`src/core/lbpg_pkg.sv`:
```
// Purpose: Shared constants for the local bus pin glue block
// Assumes: 20 MHz core clock, APB register access with 32-bit data
// Notes:   Offsets are byte addresses on the APB side
package lbpg_pkg;

  // ----------------------------------------------------------------
  // Clock and timing
  // ----------------------------------------------------------------
  localparam int unsigned CLK_PERIOD_NS = 50;
  localparam int unsigned SK_PERIOD_NS = 4000;
  // Half period of the shift clock, longest time rounds down
  localparam int unsigned SK_HALF_CYC = SK_PERIOD_NS / (2 * CLK_PERIOD_NS);
  localparam logic [6:0] SK_HALF_LAST = 7'(SK_HALF_CYC - 1);
  localparam int unsigned LED_STRETCH_US = 20000;
  localparam int unsigned LED_STRETCH_CYC =
    (LED_STRETCH_US * 1000) / CLK_PERIOD_NS;

  // ----------------------------------------------------------------
  // Register offsets
  // ----------------------------------------------------------------
  localparam logic [7:0] OFS_CTRL = 8'h00;
  localparam logic [7:0] OFS_BASE = 8'h04;
  localparam logic [7:0] OFS_STAT = 8'h08;
  localparam logic [7:0] OFS_SHIFT = 8'h0C;

  // ----------------------------------------------------------------
  // Field positions and reset values
  // ----------------------------------------------------------------
  localparam int unsigned CTRL_IRQSEL_LSB = 0;
  localparam int unsigned CTRL_OVR_EN_BIT = 2;
  localparam int unsigned CTRL_OVR_VAL_BIT = 3;
  localparam int unsigned CTRL_CS_BIT = 4;
  localparam logic [4:0] CTRL_RST = 5'h00;
  localparam logic [11:0] BASE_RST = 12'h030;
  localparam int unsigned SHIFT_CNT_LSB = 16;
  localparam int unsigned SHIFT_BUSY_BIT = 31;
  localparam int unsigned STAT_EXT_BIT = 3;
  localparam int unsigned STAT_WIDE_BIT = 4;
  localparam int unsigned STAT_BUSY_BIT = 5;
  localparam int unsigned STAT_ROM_BIT = 6;

  // ----------------------------------------------------------------
  // Shift engine states
  // ----------------------------------------------------------------
  typedef enum logic [1:0] {
    SH_IDLE = 2'b00,
    SH_LOW  = 2'b01,
    SH_HIGH = 2'b10
  } lbpg_shift_st_t;

endpackage

```
`src/core/lbpg_stretch.sv`:
```
// Purpose: Retriggerable pulse stretcher
// Assumes: Trigger is synchronous to clk_i
// Notes:   Active while the counter is non-zero
`timescale 1ns/1ps
module lbpg_stretch #(
  parameter int unsigned LEN = 16
) (
  input wire logic clk_i,
  input wire logic rst_i,
  input wire logic trig_i,
  output logic active_o
);

  localparam int unsigned W = $clog2(LEN + 1);

  logic [W-1:0] cnt_r;
  logic [W-1:0] cnt_nxt;

  // ----------------------------------------------------------------
  // Counter
  // ----------------------------------------------------------------
  // Every trigger reloads, so a burst keeps the output on
  always_comb begin
    if (trig_i) begin
      cnt_nxt = W'(LEN);
    end else if (cnt_r != '0) begin
      cnt_nxt = cnt_r - W'(1);
    end else begin
      cnt_nxt = cnt_r;
    end
  end

  always_ff @(posedge clk_i) begin
    if (rst_i) begin
      cnt_r <= '0;
    end else begin
      cnt_r <= cnt_nxt;
    end
  end

  assign active_o = (cnt_r != '0);

endmodule // lbpg_stretch

```
`src/core/lbpg_top.sv`:
```
// Purpose: Local host bus pin glue: strobes, I/O ack, IRQ line select,
//          serial config memory pins, switches, LEDs, codec pin reuse
// Assumes: Pins synchronous to core_clk_i, APB from the core side
// Notes:   Two-way and open-drain pins split into out and enable
//
// What this block does
// - Drive exactly one of four IRQ outputs, chosen by line select.
// - In 16-bit mode pull I/O ack low on matching A4-A15, AEN low.
// - Generate a 4 us period shift clock for the config memory.
// - Drive config memory chip select and serial data out.
// - Sample config memory serial input when reading bits back.
// - Switch inputs pick a stored configuration, readable by software.
// - Internal codec: board LED lights on decoded access, stretched.
// - Internal codec: open-drain transmit, receive, link LEDs.
// - External codec: TX and link pins become TX enable and data.
// - External codec: board and RX LED pins become RXD and RX clock.
// - Codec strap low selects external codec, high selects internal.
// - Bus-width strap low gives 16-bit bus, open gives 8-bit.
// - Decode host addresses only while address enable is low.
//
// Design decisions made here: register access over APB and the address map.
`timescale 1ns/1ps
module lbpg_top
  import lbpg_pkg::*;
#(
  parameter int unsigned LED_CYC = LED_STRETCH_CYC
) (
  input wire logic core_clk_i,
  input wire logic rst_i,
  input wire logic psel_i,
  input wire logic penable_i,
  input wire logic pwrite_i,
  input wire logic [7:0] paddr_i,
  input wire logic [31:0] pwdata_i,
  output logic [31:0] prdata_o,
  output logic pready_o,
  output logic pslverr_o,
  input wire logic aen_i,
  input wire logic [15:0] host_addr_i,
  input wire logic io_read_strobe_n_i,
  input wire logic io_write_strobe_n_i,
  input wire logic rom_read_strobe_n_i,
  output logic io_read_hit_o,
  output logic io_write_hit_o,
  input wire logic irq_req_i,
  output logic [3:0] irq_out_line_o,
  output logic [3:0] irq_out_line_oe_o,
  output logic wide_io_ack_n_o,
  output logic wide_io_ack_n_oe_o,
  output logic cfg_mem_shift_clock_o,
  output logic cfg_mem_select_o,
  output logic cfg_mem_serial_out_o,
  input wire logic cfg_mem_serial_in_i,
  input wire logic [1:0] cfg_switch_low_i,
  input wire logic cfg_switch_high_i,
  output logic [2:0] cfg_profile_o,
  input wire logic ext_codec_strap_n_i,
  input wire logic wide_bus_strap_n_i,
  output logic ext_codec_mode_o,
  output logic wide_bus_mode_o,
  input wire logic tx_active_i,
  input wire logic rx_active_i,
  input wire logic link_up_i,
  input wire logic ext_tx_enable_i,
  input wire logic ext_tx_data_i,
  output logic ext_rx_data_o,
  output logic ext_receive_clock_o,
  output logic tx_activity_led_n_o,
  output logic tx_activity_led_n_oe_o,
  output logic link_led_n_o,
  output logic link_led_n_oe_o,
  input wire logic board_select_led_n_i,
  output logic board_select_led_n_o,
  output logic board_select_led_n_oe_o,
  input wire logic rx_activity_led_n_i,
  output logic rx_activity_led_n_o,
  output logic rx_activity_led_n_oe_o
);

  // ----------------------------------------------------------------
  // Declarations
  // ----------------------------------------------------------------
  logic [4:0] ctrl_r, ctrl_nxt;
  logic [11:0] base_r, base_nxt;
  logic [31:0] prdata_r, prdata_nxt;
  logic pready_r, pready_nxt;
  logic pslverr_r, pslverr_nxt;
  logic wr_commit, mapped, start_shift;
  logic [31:0] stat_word, shift_word;
  logic strap_done_r, ext_mode_r, strap16_r, wide_mode_r;
  logic addr_hit, acc_hit, bsel_on;
  lbpg_shift_st_t st_r, st_nxt;
  logic [6:0] half_r, half_nxt;
  logic [4:0] bits_r, bits_nxt;
  logic [15:0] tx_sh_r, tx_sh_nxt, rx_sh_r, rx_sh_nxt;
  logic sk_r, sk_nxt, dout_r, dout_nxt;
  logic [3:0] irq_r, irq_oe_r;
  logic ack_oe_r, rd_hit_r, wr_hit_r, rom_n_r;
  logic [2:0] prof_r;
  logic txp_r, txp_oe_r, lnk_r, lnk_oe_r;
  logic bsl_oe_r, rxl_oe_r, rxd_r, rxc_r, cs_r;

  // ----------------------------------------------------------------
  // APB slave
  // ----------------------------------------------------------------
  // One wait state: pready rises one cycle into the access phase
  assign wr_commit = psel_i && penable_i && pready_r && pwrite_i;
  assign mapped = (paddr_i == OFS_CTRL) || (paddr_i == OFS_BASE) ||
                  (paddr_i == OFS_STAT) || (paddr_i == OFS_SHIFT);
  assign start_shift = wr_commit && (paddr_i == OFS_SHIFT) &&
                       (st_r == SH_IDLE) &&
                       (pwdata_i[SHIFT_CNT_LSB +: 5] != 5'h00);

  assign stat_word = {25'h0, rom_n_r, (st_r != SH_IDLE), wide_mode_r,
                      ext_mode_r, prof_r};
  assign shift_word = {(st_r != SH_IDLE), 10'h0, bits_r, rx_sh_r};

  always_comb begin
    ctrl_nxt = ctrl_r;
    base_nxt = base_r;
    prdata_nxt = prdata_r;
    pslverr_nxt = pslverr_r;
    pready_nxt = psel_i && penable_i && !pready_r;
    if (pready_nxt) begin
      pslverr_nxt = !mapped;
      unique case (paddr_i)
        OFS_CTRL: prdata_nxt = {27'h0, ctrl_r};
        OFS_BASE: prdata_nxt = {16'h0, base_r, 4'h0};
        OFS_STAT: prdata_nxt = stat_word;
        OFS_SHIFT: prdata_nxt = shift_word;
        default: prdata_nxt = 32'h0000_0000;
      endcase
    end
    if (wr_commit && paddr_i == OFS_CTRL) begin
      ctrl_nxt = pwdata_i[4:0];
    end
    if (wr_commit && paddr_i == OFS_BASE) begin
      base_nxt = pwdata_i[15:4];
    end
  end

  always_ff @(posedge core_clk_i) begin
    if (rst_i) begin
      ctrl_r <= CTRL_RST;
      base_r <= BASE_RST;
      prdata_r <= 32'h0000_0000;
      pready_r <= 1'b0;
      pslverr_r <= 1'b0;
    end else begin
      ctrl_r <= ctrl_nxt;
      base_r <= base_nxt;
      prdata_r <= prdata_nxt;
      pready_r <= pready_nxt;
      pslverr_r <= pslverr_nxt;
    end
  end

  // ----------------------------------------------------------------
  // Straps, caught once after reset release
  // ----------------------------------------------------------------
  // Codec mode may not change mid-run, so straps are read only once
  always_ff @(posedge core_clk_i) begin
    if (rst_i) begin
      strap_done_r <= 1'b0;
      ext_mode_r <= 1'b0;
      strap16_r <= 1'b0;
    end else if (!strap_done_r) begin
      strap_done_r <= 1'b1;
      ext_mode_r <= !ext_codec_strap_n_i;
      strap16_r <= !wide_bus_strap_n_i;
    end
  end

  // Software override wins over the width strap
  always_ff @(posedge core_clk_i) begin
    if (rst_i) begin
      wide_mode_r <= 1'b0;
    end else if (ctrl_r[CTRL_OVR_EN_BIT]) begin
      wide_mode_r <= ctrl_r[CTRL_OVR_VAL_BIT];
    end else begin
      wide_mode_r <= strap16_r;
    end
  end

  // ----------------------------------------------------------------
  // Host address decode and strobes
  // ----------------------------------------------------------------
  assign addr_hit = !aen_i && (host_addr_i[15:4] == base_r);
  assign acc_hit = addr_hit &&
                   (!io_read_strobe_n_i || !io_write_strobe_n_i);

  always_ff @(posedge core_clk_i) begin
    if (rst_i) begin
      ack_oe_r <= 1'b0;
      rd_hit_r <= 1'b0;
      wr_hit_r <= 1'b0;
      rom_n_r <= 1'b1;
      prof_r <= 3'h0;
    end else begin
      ack_oe_r <= wide_mode_r && addr_hit;
      rd_hit_r <= addr_hit && !io_read_strobe_n_i;
      wr_hit_r <= addr_hit && !io_write_strobe_n_i;
      rom_n_r <= rom_read_strobe_n_i;
      prof_r <= {cfg_switch_high_i, cfg_switch_low_i};
    end
  end

  // ----------------------------------------------------------------
  // Interrupt line select
  // ----------------------------------------------------------------
  // Unselected lines float so several cards can share the bus
  always_ff @(posedge core_clk_i) begin
    if (rst_i) begin
      irq_oe_r <= 4'h1;
      irq_r <= 4'h0;
    end else begin
      irq_oe_r <= 4'h1 << ctrl_r[CTRL_IRQSEL_LSB +: 2];
      irq_r <= {4{irq_req_i}};
    end
  end

  // ----------------------------------------------------------------
  // Serial config memory shift engine
  // ----------------------------------------------------------------
  // Data leaves MSB first; input is taken on each rising shift edge
  always_comb begin
    st_nxt = st_r;
    half_nxt = half_r + 7'd1;
    bits_nxt = bits_r;
    tx_sh_nxt = tx_sh_r;
    rx_sh_nxt = rx_sh_r;
    sk_nxt = sk_r;
    dout_nxt = dout_r;
    unique case (st_r)
      SH_IDLE: begin
        half_nxt = 7'd0;
        if (start_shift) begin
          st_nxt = SH_LOW;
          tx_sh_nxt = pwdata_i[15:0];
          bits_nxt = pwdata_i[SHIFT_CNT_LSB +: 5];
          dout_nxt = pwdata_i[15];
          rx_sh_nxt = 16'h0000;
        end
      end
      SH_LOW: begin
        if (half_r == SK_HALF_LAST) begin
          st_nxt = SH_HIGH;
          half_nxt = 7'd0;
          sk_nxt = 1'b1;
          rx_sh_nxt = {rx_sh_r[14:0], cfg_mem_serial_in_i};
        end
      end
      SH_HIGH: begin
        if (half_r == SK_HALF_LAST) begin
          half_nxt = 7'd0;
          sk_nxt = 1'b0;
          bits_nxt = bits_r - 5'd1;
          tx_sh_nxt = {tx_sh_r[14:0], 1'b0};
          st_nxt = (bits_r == 5'd1) ? SH_IDLE : SH_LOW;
          if (bits_r != 5'd1) begin
            dout_nxt = tx_sh_r[14];
          end
        end
      end
      default: begin
        st_nxt = SH_IDLE;
        sk_nxt = 1'b0;
      end
    endcase
  end

  always_ff @(posedge core_clk_i) begin
    if (rst_i) begin
      st_r <= SH_IDLE;
      half_r <= 7'd0;
      bits_r <= 5'd0;
      tx_sh_r <= 16'h0000;
      rx_sh_r <= 16'h0000;
      sk_r <= 1'b0;
      dout_r <= 1'b0;
      cs_r <= 1'b0;
    end else begin
      st_r <= st_nxt;
      half_r <= half_nxt;
      bits_r <= bits_nxt;
      tx_sh_r <= tx_sh_nxt;
      rx_sh_r <= rx_sh_nxt;
      sk_r <= sk_nxt;
      dout_r <= dout_nxt;
      cs_r <= ctrl_r[CTRL_CS_BIT];
    end
  end

  // ----------------------------------------------------------------
  // Board select stretch and LED / codec pins
  // ----------------------------------------------------------------
  // Long stretch is a parameter so simulation can shorten it
  lbpg_stretch #(
    .LEN(LED_CYC)
  ) u_bsel_stretch (
    .clk_i(core_clk_i),
    .rst_i(rst_i),
    .trig_i(acc_hit && !ext_mode_r),
    .active_o(bsel_on)
  );

  always_ff @(posedge core_clk_i) begin
    if (rst_i) begin
      txp_r <= 1'b0;
      txp_oe_r <= 1'b0;
      lnk_r <= 1'b0;
      lnk_oe_r <= 1'b0;
      bsl_oe_r <= 1'b0;
      rxl_oe_r <= 1'b0;
      rxd_r <= 1'b0;
      rxc_r <= 1'b0;
    end else if (ext_mode_r) begin
      txp_r <= !ext_tx_enable_i;
      txp_oe_r <= 1'b1;
      lnk_r <= ext_tx_data_i;
      lnk_oe_r <= 1'b1;
      bsl_oe_r <= 1'b0;
      rxl_oe_r <= 1'b0;
      rxd_r <= board_select_led_n_i;
      rxc_r <= rx_activity_led_n_i;
    end else begin
      txp_r <= 1'b0;
      txp_oe_r <= tx_active_i;
      lnk_r <= 1'b0;
      lnk_oe_r <= link_up_i;
      bsl_oe_r <= bsel_on;
      rxl_oe_r <= rx_active_i;
      rxd_r <= 1'b0;
      rxc_r <= 1'b0;
    end
  end

  // ----------------------------------------------------------------
  // Outputs
  // ----------------------------------------------------------------
  assign prdata_o = prdata_r;
  assign pready_o = pready_r;
  assign pslverr_o = pslverr_r;
  assign io_read_hit_o = rd_hit_r;
  assign io_write_hit_o = wr_hit_r;
  assign irq_out_line_o = irq_r;
  assign irq_out_line_oe_o = irq_oe_r;
  assign wide_io_ack_n_o = 1'b0;
  assign wide_io_ack_n_oe_o = ack_oe_r;
  assign cfg_mem_shift_clock_o = sk_r;
  assign cfg_mem_select_o = cs_r;
  assign cfg_mem_serial_out_o = dout_r;
  assign cfg_profile_o = prof_r;
  assign ext_codec_mode_o = ext_mode_r;
  assign wide_bus_mode_o = wide_mode_r;
  assign ext_rx_data_o = rxd_r;
  assign ext_receive_clock_o = rxc_r;
  assign tx_activity_led_n_o = txp_r;
  assign tx_activity_led_n_oe_o = txp_oe_r;
  assign link_led_n_o = lnk_r;
  assign link_led_n_oe_o = lnk_oe_r;
  assign board_select_led_n_o = 1'b0;
  assign board_select_led_n_oe_o = bsl_oe_r;
  assign rx_activity_led_n_o = 1'b0;
  assign rx_activity_led_n_oe_o = rxl_oe_r;
endmodule // lbpg_top

```
`config.mk`:
```
export PLATFORM = sky130hd
export DESIGN_NAME = lbpg_top
export DESIGN_NICKNAME = d
export VERILOG_FILES = /design/src/core/lbpg_pkg.sv /design/src/core/lbpg_stretch.sv /design/src/core/lbpg_top.sv
export SDC_FILE = /design/constraint.sdc
export NUM_CORES = 1
export LEC_CHECK = 0
export BUFFER_PORTS_ARGS = -buffer_cell sky130_fd_sc_hd__buf_2
export CAP_MARGIN = 5
export CORE_MARGIN = 3
export CORE_UTILIZATION = 54
export CTS_BUF_LIST = sky130_fd_sc_hd__clkbuf_16
export CTS_CLUSTER_DIAMETER = 150
export CTS_CLUSTER_SIZE = 24
export DETAILED_ROUTE_END_ITERATION = 8
export PLACE_DENSITY = 0.9
export SYNTH_ARGS = -nofsm -noshare
export SYNTH_HDL_FRONTEND = slang
export SYNTH_HIERARCHICAL = 1
export SYNTH_SLANG_ARGS = --single-unit
```
`constraint.sdc`:
```
create_clock -name core_clk_i -period 2.85 [get_ports core_clk_i]
set_input_delay 0.285 -clock core_clk_i [delete_from_list [all_inputs] [get_ports core_clk_i]]
set_output_delay 0.285 -clock core_clk_i [all_outputs]
set_load 0.1 [all_outputs]
```
==> impl_metrics.py <==
metrics = {
    "sta": {
        "tns_ps": 0,
        "setup_ws_ps": 359,
        "fin_crit_ps": 2490,
        "fmax_mhz": 401,
        "slew_violations": 0,
        "setup_viol": 0,
        "worst_pin_slew_ps": 901,
        "skew_ps": 11.8,
        "grt_setup_unrepaired": "false",
        "hold_violations": 0,
        "slew_headroom": 0.395,
        "period_share": 0.874,
    },
    "synthesis": {
        "synth_cell_types": 65,
        "seq_area_frac_synth": 0.439,
        "syn_area_per_cell_sq_um": 9.09,
        "ys.flop_type": "dfxtp_1",
        "synthArstFlopShare": 0,
        "synth_edf_count": 0,
        "synth_top_area_share": 0.439,
        "ys_top_cells_by_count": "dfxtp_1, nor2_1, clkbuf_1",
        "ys_ff_latch": 132,
        "syn-cell-area_sq_um": 6020,
        "yosys_warnings": 6,
        "synth.most_common_cell": "dfxtp_1",
        "synth_cells": 662,
        "synth_top_area_cell": "dfxtp_1",
        "synthTopCellsByArea": "dfxtp_1, mux2_2, nor2_1",
    },
    "power_and_ir_drop": {
        "switching_power_mw": 2.01,
        "power.leakage_nw": 2.87,
        "clockPowerShare": 0.365,
        "peakVddDrop_mv": 0.422,
        "p_comb_frac": 0.259,
        "intPower_mw": 3.73,
        "powerDensity_nw_per_um2": 802,
        "switching_share": 0.350,
        "seq_power_share": 0.376,
    },
    "clocking": {
        "htreeDepth": 4,
        "clk_latency_ps": 430,
        "ctsHoldBuffers": 0,
        "clkSlewWorstSetupHoldPaths_ps": 60,
        "cts_buffer_depth": 2,
        "cts_resized": 0,
        "cts_sinks": 132,
        "cts_tree": "built",
        "root_buffer": "clkbuf_16",
        "cts-buffers-inserted": 17,
        "cts_setup_buffers": 0,
    },
    "grt": {
        "grt_overflow_total": 0,
        "antenna_found_initial": 1,
        "first_global_vias": 5390,
        "grt_max_degree": 59,
        "grt.total_usage": 0.260,
        "grt_first_pass_wirelength_mm": 26.5,
    },
    "layout": {
        "final-seq-area_sq_um": 2640,
        "fin_nets": 845,
        "fill_cells": 766,
        "syn_to_final_growth_pct": 19.0,
        "fin_area_sq_um": 7160,
        "utilization": 0.676,
        "multiInputGateArea_sq_um": 3030,
        "drive_above_1_share": 0.265,
        "final_cells": 907,
    },
    "critical_path": {
        "cpMostUsedCell": "inv_1",
        "crit_cells": 7,
        "worst_path_max_delay_cell": "o22ai_1",
        "cpPeakStageDelay_ps": 500,
        "path_max_fanout": 15,
        "critPathCaptureType": "register",
        "path_class": "register to register",
        "cpLargestDelayFamily": "buffers and inverters",
        "start_kind": "register",
        "path_buf_inv": 3,
        "rr_worst_depth": 7,
        "cp_data_required_time_ps": 3180,
        "worstPathCellList": "inv_1 > ha_1 > inv_1 > o22ai_1 > buf_4 > a31oi_1 > nor3_1",
        "arrival_ps": 2820,
    },
    "routing": {
        "via_count": 5666,
        "drc": 0,
        "postRouteAntennaNets": 0,
        "drt_iter0_markers": 504,
        "avgRoutedWirePerCell_microns": 18.1,
        "wl_mm": 16.4,
        "dr.pass1.iters": 5,
        "viasPerCell": 6.25,
    },
    "place": {
        "dp_hpwl_mm": 11.2,
        "gp_congestion": 0.967,
        "dp_worst_setup_slack_ps": 381,
        "placement.io_buffers": 114,
        "dpl_cell_area_sq_um": 6590,
        "dp_cells": 874,
    },
    "floorplanning": {
        "coreArea_sq_um": 10600,
        "start_util": 0.568,
        "rows": 37,
        "ios": 143,
        "design.die.area_sq_um": 12500,
        "die_y_microns": 112,
        "die_width_microns": 112,
    },
    "min_path": {
        "min_path_cells": 2,
        "hp-class": "input port to register",
    },
    "run": {
        "drv_cap": 0,
    },
    "status": {
        "status": "finished clean",
    },
}
## cells in the final DEF (no fill, tap or decap), types with 6 or more instances in the layout
cell type	n
dfxtp_1	132
buf_2	114
nor2_1	60
a21oi_1	32
nand3_1	30
nor3_1	25
o21ai_0	25
mux2_2	23
a22oi_1	22
nor4_1	21
nand2_1	21
o22ai_1	20
xor2_1	19
a31oi_1	18
clkbuf_16	17
buf_4	16
inv_1	15
conb_1	13
nor2b_1	11
or4_1	9
o31ai_1	9
ha_1	9
mux2i_1	8
or2_2	6
inv_6	6
## worst reg2reg max path, cell delays in order, from the launching register on
cell and delay [ps]:
dfxtp_1 340, inv_1 110, ha_1 480, inv_1 250
o22ai_1 500, buf_4 310, a31oi_1 140, nor3_1 260
## through the flow
step,power (mW),hold slack [ps]
floorplan,3.38,354
global placement,3.54,439
detailed placement,3.63,452
CTS,5.74,5.04
global route,5.99,10.3
finish,5.75,19.0
## per-layer routing
layer  global-route usage  vias to the layer above  share of wire
met5                    0                        -              0
met4                0.132                        0          0.034
met3               0.0625                       52          0.082
met2                0.442                      332           0.51
met1                0.307                     2675           0.38
li1                     -                     2607              -
## worst paths after layout
path / slack, ps / from / to
setup / recovery: 360 / st_r[1]$_SDFFE_PP0P_ / tx_sh_r[8]$_SDFFE_PP0P_
hold / removal: 20 / ext_tx_enable_i / tx_activity_led_n_o$_SDFF_PP0_
setup reg to reg: 360 / st_r[1]$_SDFFE_PP0P_ / tx_sh_r[8]$_SDFFE_PP0P_
hold reg to reg: 460 / half_r[0]$_SDFF_PP0_ / half_r[0]$_SDFF_PP0_
## power groups by stage
| stage | Sequential [mW] | Clock (mW) | Combinational (mW) |
|---|---|---|---|
| 2_1_floorplan | 2.27 | 0 | 1.10 |
| 3_3_place_gp | 2.17 | 0 | 1.37 |
| 3_5_place_dp | 2.19 | 0 | 1.45 |
| 4_1_cts | 2.15 | 2.12 | 1.47 |
| 5_1_grt | 2.17 | 2.21 | 1.61 |
| 6_report | 2.16 | 2.10 | 1.49 |
## registers in the layout (all words and copies together), names as in the netlist, 3 cells and up
signal                flops
tx_sh_r                  15
u_bsel_stretch/cnt_r     19
cfg_profile_o             3
prdata_o                 22
bits_r                    5
base_r                   12
irq_out_line_oe_o         4
half_r                    7
rx_sh_r                  16
ctrl_r                    5
## logic make-up (layout without fill, tap and decap cells)
kind of cell,count (synthesis),after routing,share of synthesized area
compound gates,162,162,0.184
xor+xnor,22,22,0.0320
fa+ha+maj,9,9,0.0187
buf+inv,82,178,0.0665
flops,132,132,0.439
mux,32,32,0.0601
other cells,1,14,0.000623
simple gates,222,222,0.199
## cell type report
| cell class | instances | area share |
|---|---|---|
| Timing Repair Buffer | 130 | 0.0964 |
| Inverter | 16 | 0.00839 |
| Sequential cell | 132 | 0.369 |
| Multi-Input combinational cell | 460 | 0.423 |
| Clock buffer | 17 | 0.0594 |
| Clock inverter | 15 | 0.0201 |
| Antenna cell | 1 | 0.000349 |
| Tap cell | 136 | 0.0238 |
Power figures use the tool's default switching activity.
